**config.mk**
```make
export PLATFORM = sky130hd
export DESIGN_NAME = rha_core
export DESIGN_NICKNAME = d
export VERILOG_FILES = /design/src/design/rha_pkg.sv /design/src/design/rha_core.sv
export SDC_FILE = /design/constraint.sdc
export NUM_CORES = 1
export LEC_CHECK = 0
export BUFFER_PORTS_ARGS = -buffer_cell sky130_fd_sc_hd__buf_2
export CORE_ASPECT_RATIO = 0.9
export CORE_MARGIN = 1.5
export CORE_UTILIZATION = 60
export DETAILED_ROUTE_END_ITERATION = 8
export PLACE_DENSITY = 0.87
export SLEW_MARGIN = 20
export SYNTH_ARGS = -nofsm -noshare
export SYNTH_HDL_FRONTEND = slang
export SYNTH_SLANG_ARGS = --single-unit
```
**constraint.sdc**
```tcl
create_clock -name core_clk -period 7.7 [get_ports core_clk]
set_clock_uncertainty 0.2 [all_clocks]
set_input_delay 0.385 -clock core_clk [delete_from_list [all_inputs] [get_ports core_clk]]
set_output_delay 0.385 -clock core_clk [all_outputs]
set_load 0.05 [all_outputs]
```
**src/design/rha_pkg.sv**
```systemverilog
// shared constants, carrier types and helper functions for the
// holding-register access interpreter.
// assumes a byte-level framer on the same clock in front of the block.
`default_nettype none

package rha_pkg;

    // message codes and station addresses
    localparam logic [7:0]  FC_READ     = 8'h03;
    localparam logic [7:0]  FC_WRITE    = 8'h06;
    localparam logic [7:0]  BCAST_ADDR  = 8'h00;
    localparam logic [7:0]  MAX_STATION = 8'hF7;

    // query layout: addr, code, group, item, hi, lo, check lo, check hi
    localparam logic [3:0]  QUERY_LEN   = 4'h8;
    localparam logic [3:0]  NO_LEN      = 4'h0;
    localparam logic [2:0]  ECHO_LAST   = 3'h5;
    localparam logic [2:0]  HDR_LAST    = 3'h2;

    // parameter space limits
    localparam logic [7:0]  MAX_ITEM    = 8'h63;
    localparam logic [7:0]  MAX_WORDS   = 8'h32;
    localparam logic [16:0] REG_BASE    = 17'h09C40;

    // check field
    localparam logic [15:0] CRC_INIT    = 16'hFFFF;
    localparam logic [15:0] CRC_POLY    = 16'hA001;

    typedef struct packed {
        logic [16:0] addr;
        logic [7:0]  group;
        logic [7:0]  item;
        logic [15:0] wdata;
    } rha_par_req_s;

    // one byte of the reflected check, low bit first
    function automatic logic [15:0] crc_step(input logic [15:0] crc,
                                             input logic [7:0]  b);
        logic [15:0] c;
        c = crc ^ {8'h00, b};
        for (int i = 0; i < 8; i++) begin
            c = c[0] ? ((c >> 1) ^ CRC_POLY) : (c >> 1);
        end
        return c;
    endfunction

    // group codes that the conversion table assigns to a letter group
    function automatic logic group_known(input logic [7:0] code);
        case (code)
            8'h00, 8'h01, 8'h02, 8'h03, 8'h04, 8'h05, 8'h06, 8'h07,
            8'h08, 8'h09, 8'h0A, 8'h0B, 8'h0D, 8'h0E, 8'h0F, 8'h10,
            8'h11, 8'h12, 8'h13, 8'h16, 8'h17, 8'h18, 8'h19, 8'h1A,
            8'h1B, 8'h1F, 8'h27, 8'h30, 8'h31, 8'h32, 8'h33, 8'h34,
            8'h35, 8'hCE, 8'hCF: return 1'b1;
            default:             return 1'b0;
        endcase
    endfunction

    // base plus group times 256 plus item
    function automatic logic [16:0] reg_addr(input logic [7:0] group,
                                             input logic [7:0] item);
        return REG_BASE + {1'b0, group, item};
    endfunction

    // whole query length implied by the message code
    function automatic logic [3:0] fc_len(input logic [7:0] fc);
        return (fc == FC_READ || fc == FC_WRITE) ? QUERY_LEN : NO_LEN;
    endfunction

endpackage

`default_nettype wire

```
**src/design/rha_core.sv**
```systemverilog
// holding-register read and single-register write interpreter.
// assumes a same-clock framer delivering bytes and an end-of-frame
// pulse, a serializer with valid/ready, and a parameter store that
// answers a read request with par_rvalid one or more cycles later.
//
// Overview of operation
// - read to station zero gets no answer
// - identifier: group high byte, item 0..99 low
// - only table group codes reach the store
// - register address is base plus group*256 plus item
// - read length limited to 1..50 words
// - unused parameter reads as zero, no error
// - words past group's last item read zero
// - read reply: station, code, 2n count, data, check
// - words high byte first, ascending addresses
// - broadcast single write executes without reply
// - write carries two data bytes, stored as given
// - write reply echoes query fields exactly
// - frame ends in check; length from message code
// - station 0..247, zero means broadcast
`default_nettype none

module rha_core (
    // clock and reset
    input  wire logic               core_clk,
    input  wire logic               reset_n,
    // configuration
    input  wire logic [7:0]         own_addr,
    // received bytes from the framer
    input  wire logic               rx_valid,
    input  wire logic [7:0]         rx_byte,
    input  wire logic               rx_frame_end,
    // response bytes to the serializer
    output logic                    tx_valid,
    output logic [7:0]              tx_byte,
    input  wire logic               tx_ready,
    // parameter store
    output rha_pkg::rha_par_req_s   par_req,
    output logic                    par_rd,
    output logic                    par_wr,
    input  wire logic               par_rvalid,
    input  wire logic               par_used,
    input  wire logic [15:0]        par_rdata
);

    typedef enum logic [3:0] {
        ST_RX, ST_ECHO, ST_HDR, ST_FETCH, ST_WAIT,
        ST_DHI, ST_DLO, ST_CRCL, ST_CRCH
    } rha_state_e;

    logic             rst_meta_r;
    logic             rst_n_r;
    rha_state_e       st_r;
    rha_state_e       st_adv;
    logic [3:0]       cnt_r;
    logic [15:0]      crc_r;
    logic [7:0]       q_r [0:7];
    logic [2:0]       idx_r;
    logic [7:0]       words_r;
    logic [7:0]       item_r;
    logic [15:0]      word_r;
    logic [7:0]       tx_nxt;
    logic             addr_ok;
    logic             accept;
    logic             words_ok;
    logic             frame_eval;

    // reset release through two flops
    always_ff @(posedge core_clk or negedge reset_n) begin
        if (!reset_n) begin
            rst_meta_r <= 1'b0;
            rst_n_r    <= 1'b0;
        end else begin
            rst_meta_r <= 1'b1;
            rst_n_r    <= rst_meta_r;
        end
    end

    // own address outside 1..247 answers nothing but broadcasts
    assign addr_ok = (q_r[0] == rha_pkg::BCAST_ADDR) ||
                     (q_r[0] == own_addr && own_addr != rha_pkg::BCAST_ADDR
                      && own_addr <= rha_pkg::MAX_STATION);
    // running check over the whole frame leaves zero when intact
    assign accept = (cnt_r == rha_pkg::fc_len(q_r[1])) &&
                    (cnt_r != rha_pkg::NO_LEN) &&
                    (crc_r == 16'h0000) && addr_ok;
    assign words_ok = (q_r[4] == 8'h00) && (q_r[5] != 8'h00) &&
                      (q_r[5] <= rha_pkg::MAX_WORDS);
    assign frame_eval = (st_r == ST_RX) && rx_frame_end;

    // byte to present and state to take once it is accepted
    always_comb begin
        tx_nxt = 8'h00;
        st_adv = ST_RX;
        case (st_r)
            ST_ECHO: begin
                tx_nxt = q_r[idx_r];
                st_adv = (idx_r == rha_pkg::ECHO_LAST) ? ST_CRCL : ST_ECHO;
            end
            ST_HDR: begin
                case (idx_r)
                    3'h0:    tx_nxt = q_r[0];
                    3'h1:    tx_nxt = rha_pkg::FC_READ;
                    default: tx_nxt = {words_r[6:0], 1'b0};
                endcase
                st_adv = (idx_r == rha_pkg::HDR_LAST) ? ST_FETCH : ST_HDR;
            end
            ST_DHI: begin
                tx_nxt = word_r[15:8];
                st_adv = ST_DLO;
            end
            ST_DLO: begin
                tx_nxt = word_r[7:0];
                st_adv = (words_r == 8'h01) ? ST_CRCL : ST_FETCH;
            end
            ST_CRCL: begin
                tx_nxt = crc_r[7:0];
                st_adv = ST_CRCH;
            end
            ST_CRCH: begin
                tx_nxt = crc_r[15:8];
                st_adv = ST_RX;
            end
            default: begin
                tx_nxt = 8'h00;
                st_adv = ST_RX;
            end
        endcase
    end

    always_ff @(posedge core_clk or negedge rst_n_r) begin
        if (!rst_n_r) begin
            st_r     <= ST_RX;
            cnt_r    <= 4'h0;
            crc_r    <= rha_pkg::CRC_INIT;
            idx_r    <= 3'h0;
            words_r  <= 8'h00;
            item_r   <= 8'h00;
            word_r   <= 16'h0000;
            tx_valid <= 1'b0;
            tx_byte  <= 8'h00;
            par_rd   <= 1'b0;
            par_wr   <= 1'b0;
            par_req  <= '0;
            for (int i = 0; i < 8; i++) begin
                q_r[i] <= 8'h00;
            end
        end else begin
            par_rd <= 1'b0;
            par_wr <= 1'b0;
            case (st_r)
                ST_RX: begin
                    if (rx_frame_end) begin
                        cnt_r <= 4'h0;
                        crc_r <= rha_pkg::CRC_INIT;
                        if (accept && q_r[1] == rha_pkg::FC_WRITE) begin
                            par_req.addr  <= rha_pkg::reg_addr(q_r[2], q_r[3]);
                            par_req.group <= q_r[2];
                            par_req.item  <= q_r[3];
                            par_req.wdata <= {q_r[4], q_r[5]};
                            // unknown group or item is dropped silently
                            par_wr <= rha_pkg::group_known(q_r[2]) &&
                                      q_r[3] <= rha_pkg::MAX_ITEM;
                            if (q_r[0] != rha_pkg::BCAST_ADDR) begin
                                st_r  <= ST_ECHO;
                                idx_r <= 3'h0;
                            end
                        end else if (accept && words_ok &&
                                     q_r[1] == rha_pkg::FC_READ &&
                                     q_r[0] != rha_pkg::BCAST_ADDR) begin
                            words_r <= q_r[5];
                            item_r  <= q_r[3];
                            idx_r   <= 3'h0;
                            st_r    <= ST_HDR;
                        end
                    end else if (rx_valid) begin
                        if (cnt_r < rha_pkg::QUERY_LEN) begin
                            q_r[cnt_r[2:0]] <= rx_byte;
                        end
                        // saturate so an overlong frame never matches
                        if (cnt_r != 4'hF) begin
                            cnt_r <= cnt_r + 4'h1;
                        end
                        crc_r <= rha_pkg::crc_step(crc_r, rx_byte);
                    end
                end
                ST_FETCH: begin
                    if (rha_pkg::group_known(q_r[2]) &&
                        item_r <= rha_pkg::MAX_ITEM) begin
                        par_req.addr  <= rha_pkg::reg_addr(q_r[2], item_r);
                        par_req.group <= q_r[2];
                        par_req.item  <= item_r;
                        par_rd        <= 1'b1;
                        st_r          <= ST_WAIT;
                    end else begin
                        word_r <= 16'h0000;
                        st_r   <= ST_DHI;
                    end
                end
                ST_WAIT: begin
                    if (par_rvalid) begin
                        word_r <= par_used ? par_rdata : 16'h0000;
                        st_r   <= ST_DHI;
                    end
                end
                ST_ECHO, ST_HDR, ST_DHI, ST_DLO, ST_CRCL, ST_CRCH: begin
                    if (!tx_valid) begin
                        tx_valid <= 1'b1;
                        tx_byte  <= tx_nxt;
                    end else if (tx_ready) begin
                        tx_valid <= 1'b0;
                        st_r     <= st_adv;
                        idx_r    <= idx_r + 3'h1;
                        // check bytes themselves stay out of the sum
                        if (st_r != ST_CRCL && st_r != ST_CRCH) begin
                            crc_r <= rha_pkg::crc_step(crc_r, tx_byte);
                        end
                        if (st_r == ST_DLO) begin
                            words_r <= words_r - 8'h01;
                            item_r  <= item_r + 8'h01;
                        end
                        if (st_r == ST_CRCH) begin
                            crc_r <= rha_pkg::CRC_INIT;
                            cnt_r <= 4'h0;
                        end
                    end
                end
                default: st_r <= ST_RX;
            endcase
        end
    end
endmodule

`default_nettype wire

```
-- Word-level counts from Yosys, hierarchy flattened
Cells that the tools add are included.
- register bits: 185
- add/sub/neg operators: 6
- order comparisons: 8
- eq/ne operators: 69
- multiplexer cells: 93
- bitwise gates (word level): 22
- reductions and logical operators: 42
- operator list (cell ; count):
    $mux 16 ; 25
    $mux 8 ; 15
    $mux 49 ; 2
    $eq 8x5->1 const B ; 11
    $pmux 33 s2 ; 1
    $bwmux 64 ; 1
    $pmux 16 s2 ; 2
    $eq 8x4->1 const B ; 7
    $eq 8x6->1 const B ; 7
    $mux 4 ; 14
    $not 2->3 ; 16
    $pmux 8 s2 ; 3
    $pmux 8 s6 ; 1
    $eq 8x3->1 const B ; 5
    $reduce_or 35->1 ; 1
    $add 16x16->17 const A ; 2
    $mux 33 ; 1
    $xor 16x8->16 ; 2
    $bmux 8 s3 ; 1
    $demux 8 s3 ; 1
    $eq 8x2->1 const B ; 3
    $logic_not 8->1 ; 3
    $mux 3 ; 8
    $reduce_bool 8->1 ; 3
    49 further kinds ; 105

-- Longest topological paths before layout
- depth after elaboration: 22
- gate-level depth with buffers: 12
- gate-level depth less buffers: 8

-- Least setup slack after synthesis
Ideal clock, no wire load.
- path kind: register -> register
- start point: register cnt_r[1]
- end point: register par_req[39] (netlist name)
- setup time: 125 ps
- arrival time: 2847 ps
- required time: 7375 ps
- path slack: 4528 ps
- cell stages (with the launch flop): 13
- path through: dfrtp_1 clkbuf_1 inv_1 ha_1 nor3b_1 nand4_1 or3_1 buf_2 a2111oi_4 or2_1 buf_4 buf_8 mux2_4
- longest elaborated chain between the ends: 7
- elaborated cells on any way between the ends: 8
- RTL lines (element ; RTL line ; RTL):
    from (decl) ; rha_core.sv:55 ; logic [3:0] cnt_r;
    from (signal assigned) ; rha_core.sv:182 ; cnt_r <= cnt_r + 4'h1;
    $eq 4x4->1 or $reduce_bool 4->1 (tied branches) ; rha_core.sv:84, rha_core.sv:85 ;
    $logic_and 1x1->1 * ; rha_core.sv:84 ; assign accept = (cnt_r == rha_pkg::fc_len(q_r[1])) &&
    $logic_and 1x1->1 * ; rha_core.sv:85 ; (cnt_r != rha_pkg::NO_LEN) &&
    $logic_and 1x1->1 * ; rha_core.sv:86 ; (crc_r == 16'h0000) && addr_ok;
    $logic_and 1x1->1 * ; rha_core.sv:156 ; if (accept && q_r[1] == rha_pkg::FC_WRITE) begin
    $ne 2x1->1 (no source line) * ; - ;
    $reduce_and 4->1 (no source line) * ; - ;
    to (decl) ; rha_core.sv:38 ; output rha_pkg::rha_par_req_s par_req,
Every way passes the cells marked *; elsewhere a longest branch is shown, timed or not.
A chain may end at the register's enable or synchronous reset.

-- Worst setup path in the final report
- start point: register st_r[0]
- end point: register item_r[1]
- longest elaborated chain between the ends: 4
- elaborated cells on any way between the ends: 17
- RTL lines (element ; RTL line ; RTL):
    from (decl) ; rha_core.sv:53 ; rha_state_e st_r;
    from (signal assigned) ; rha_core.sv:212 ; st_r <= st_adv;
    $eq 4x3->1, or another cell as far along ; rha_core.sv:151, rha_core.sv:218 ;
    $reduce_or 6->1 ; rha_core.sv:151 ; case (st_r)
    $ne 2x2->1 (no source line) or $reduce_bool 2->1 (tied branches) ; - ;
    $reduce_and 7->1 (no source line) ; - ;
    to (signal assigned) ; rha_core.sv:172 ; item_r <= q_r[3];
    to (signal assigned) ; rha_core.sv:220 ; item_r <= item_r + 8'h01;
    to (decl) ; rha_core.sv:60 ; logic [7:0] item_r;
Several ways; a longest one is shown, not always the timed one.

==> results.cfg <==
[logic_synthesis]
syn_area_per_cell_sq_um = 10.2
seq_area_frac_synth_pct = 43.6
netlist_instances = 1014
syn_area_sq_um = 10300
syn-num-nets = 1066
synthTopCellsByArea = dfrtp_1 (40%), mux2_2 (11%), dfstp_2 (4.1%), nand2_1 (3.9%), mux4_2 (3.5%)
yosysTopAreaCell = dfrtp_1
yosysTopAreaCellShare_pct = 39.5
async_reset_ff_share_pct = 100
synth-edff-count = 0
synth_flop_cell = dfrtp_1
synth_cell_types = 77
yosysWarnings = 0
synth-seq-cells = 179

[critical_path]
crit_arrival_ps = 3720
startpoint_type = register
crit_required_ps = 7840
cp_max_fo = 28
critPathCaptureType = register
crit_type = reg2reg

[power]
seq_power_share_pct = 45.2
pwr-share-comb_pct = 27.4
switching_share_pct = 38.3
p_int_uw = 2040
pwr_density_cell_nw_per_um2 = 285
switching_power_uw = 1270
ir_worst_vdd_v = 0.000190
clkPwrFrac_pct = 27.4
p_leak_uw = 0.00504

[floorplan]
start_util_pct = 61.3
rows = 45
ios = 99
dieArea_sq_um = 18000
die_h_um = 127
core_sq_um = 16800
die_w_um = 141

[finish]
drive_gt1_share_pct = 27.2
nets = 1129
final-seq-area_sq_um = 4500
final_util_pct = 69.0
n_antenna_cell = 0
multiInputGateArea_sq_um = 5350
syn_to_final_growth_pct = 12.6
nFillCells = 1244
final_cells = 1301

[placed_design]
placed_cells = 1254
io_buffers = 98
dp_hpwl_um = 20800
gp_congestion = 0.979

[timing]
setup_violations = 0
finalHoldViolCount = 0
relSlewSlack_pct = 32.5
fmax_ghz = 0.279
totalNegativeSetupSlack_ps = 0
drv_slew = 0
period_share_pct = 46.5
rsz0062_at_grt = false
period_needed_ps = 3580
tightest_slew_ps = 1010

[route]
drcViolationCount = 0
ant_nets = 0
wl_per_cell_um = 22.6
via_count = 8720
vias_per_cell = 6.70
drtIter0Drc = 1137
dr.pass1.iters = 8
drt_wl_total_um = 29500

[clock_network]
cts_buffer_depth = 2
cts_buffers = 17
cts.clk_slew.worst_paths_ps = 80
cts_tree = built
insertion_delay_ps = 460
root_buffer = clkbuf_16
clock-sinks = 179
htreeDepth = 4

[global_routing]
grt_pass1_wl_um = 46100
grt_max_degree = 73
gr-total-overflow = 0
antenna_found_initial = 0
grt_pass1_vias = 8280
grt.total_usage_pct = 34.0

[status]
status = finished, final reports clean

[min_path]
hp-class = in2reg

[run]
cap_violations = 0
flip-flops by register name (all words and copies together), names as in the netlist:
register,cells
tx_valid,1
st_r,4
cnt_r,4
item_r,8
par_rd,1
crc_r,16
words_r,8
tx_byte,8
par_wr,1
word_r,16
rst_n_r,1
idx_r,3
rst_meta_r,1
par_req,43
q_r,64
synthesized netlist by cell type, types with 7 or more instances:
| cell | count |
|---|---|
| nor3_1 | 21 |
| a31oi_1 | 12 |
| nor4_1 | 18 |
| clkbuf_1 | 60 |
| a221oi_1 | 10 |
| mux4_2 | 16 |
| xnor2_1 | 31 |
| ha_1 | 13 |
| buf_2 | 7 |
| nor2_1 | 55 |
| o21ai_0 | 64 |
| nand2_1 | 106 |
| o211ai_1 | 9 |
| xor2_1 | 16 |
| a21oi_1 | 44 |
| buf_4 | 8 |
| o22ai_1 | 18 |
| dfrtp_1 | 163 |
| nand3_1 | 21 |
| a22oi_1 | 10 |
| mux2_2 | 100 |
| mux2i_1 | 18 |
| inv_1 | 40 |
| dfstp_2 | 16 |
| o221ai_1 | 9 |
final cells by class:
cell class                 count  share of cell area, %
multi-input combinational    715                   46.1
clock inverter                15                   1.68
tap                          211                   2.27
clock buffer                  17                   3.66
timing repair buffer         124                   6.23
inverter                      40                   1.29
sequential                   179                   38.8
routing by layer:
metal | up-vias | GRT usage [%] | routed length, um
li1 | 3827 | - | -
met1 | 4248 | 46.5 | 11900
met2 | 552 | 52.9 | 13700
met3 | 93 | 8.02 | 2910
met4 | 0 | 13.1 | 971
met5 | - | 0 | 0
critical path: stages, from the launching register on:
cell,delay (ps)
dfrtp_1,860
and3b_1,410
o21ai_1,100
buf_4,230
nand2_1,270
nand3_1,370
a21oi_1,610
mux2_2,410
power groups by stage:
stage	Clock, uW	Sequential, uW	Combinational (uW)
after floorplan	0	1300	754
after global placement	0	1480	861
after detailed placement	0	1490	878
after CTS	910	1470	894
after global routing	953	1510	972
final	906	1500	906
through the flow:
step	hold slack, ps	cell area (sq um)	power [uW]	setup slack (ps)
after detailed placement	-26.8	10800	2370	4070
after floorplan	-111	10300	2060	2170
after global routing	23.1	11600	3440	3890
after global placement	-27.5	10800	2340	4150
final	6.98	11600	3310	4120
after CTS	1.58	11600	3280	4040
cells in the final DEF, fill, tap and decap left out, types with 20 or more instances in the layout:
| cell type | netlist | routed |
|---|---|---|
| o21ai_0 | 64 | 64 |
| nand2_1 | 106 | 106 |
| mux2_2 | 100 | 100 |
| a21oi_1 | 44 | 43 |
| inv_1 | 40 | 40 |
| nand3_1 | 21 | 21 |
| nor3_1 | 21 | 20 |
| xnor2_1 | 31 | 31 |
| dfrtp_1 | 163 | 161 |
| nor2_1 | 55 | 55 |
| buf_2 | 7 | 98 |
final timing paths:
check	from	endpoint	slack, ps	depth (start not counted)
worst max-delay path	st_r[0]	item_r[1]	4120	7
worst min-delay path	par_rdata[5]	word_r[5]	7	3
worst max register to register	st_r[0]	item_r[1]	4120	7
worst min register to register	rst_n_r	q_r[12]	140	0
max in group asynchronous	rst_n_r	par_wr	5820	1
min in group asynchronous	reset_n	rst_n_r	40	2
cells by family after synthesis:
logic type / share of synthesized area, %
AO/OA/AOI/OAI: 15.4
XOR/XNOR: 4.88
adder cells (fa/ha/maj): 1.58
buffers and inverters: 4.85
flip-flops: 43.6
multiplexers: 16.7
other: 0.0364
AND/OR/NAND/NOR: 12.9
what timing repair did:
item / in CTS / in global routing
buffers inserted: 0 / 0
hold buffers: 15 / 0
endpoints found under the hold margin: 16 / 0
resized for setup: 0 / 0
Power figures use the tool's default switching activity.
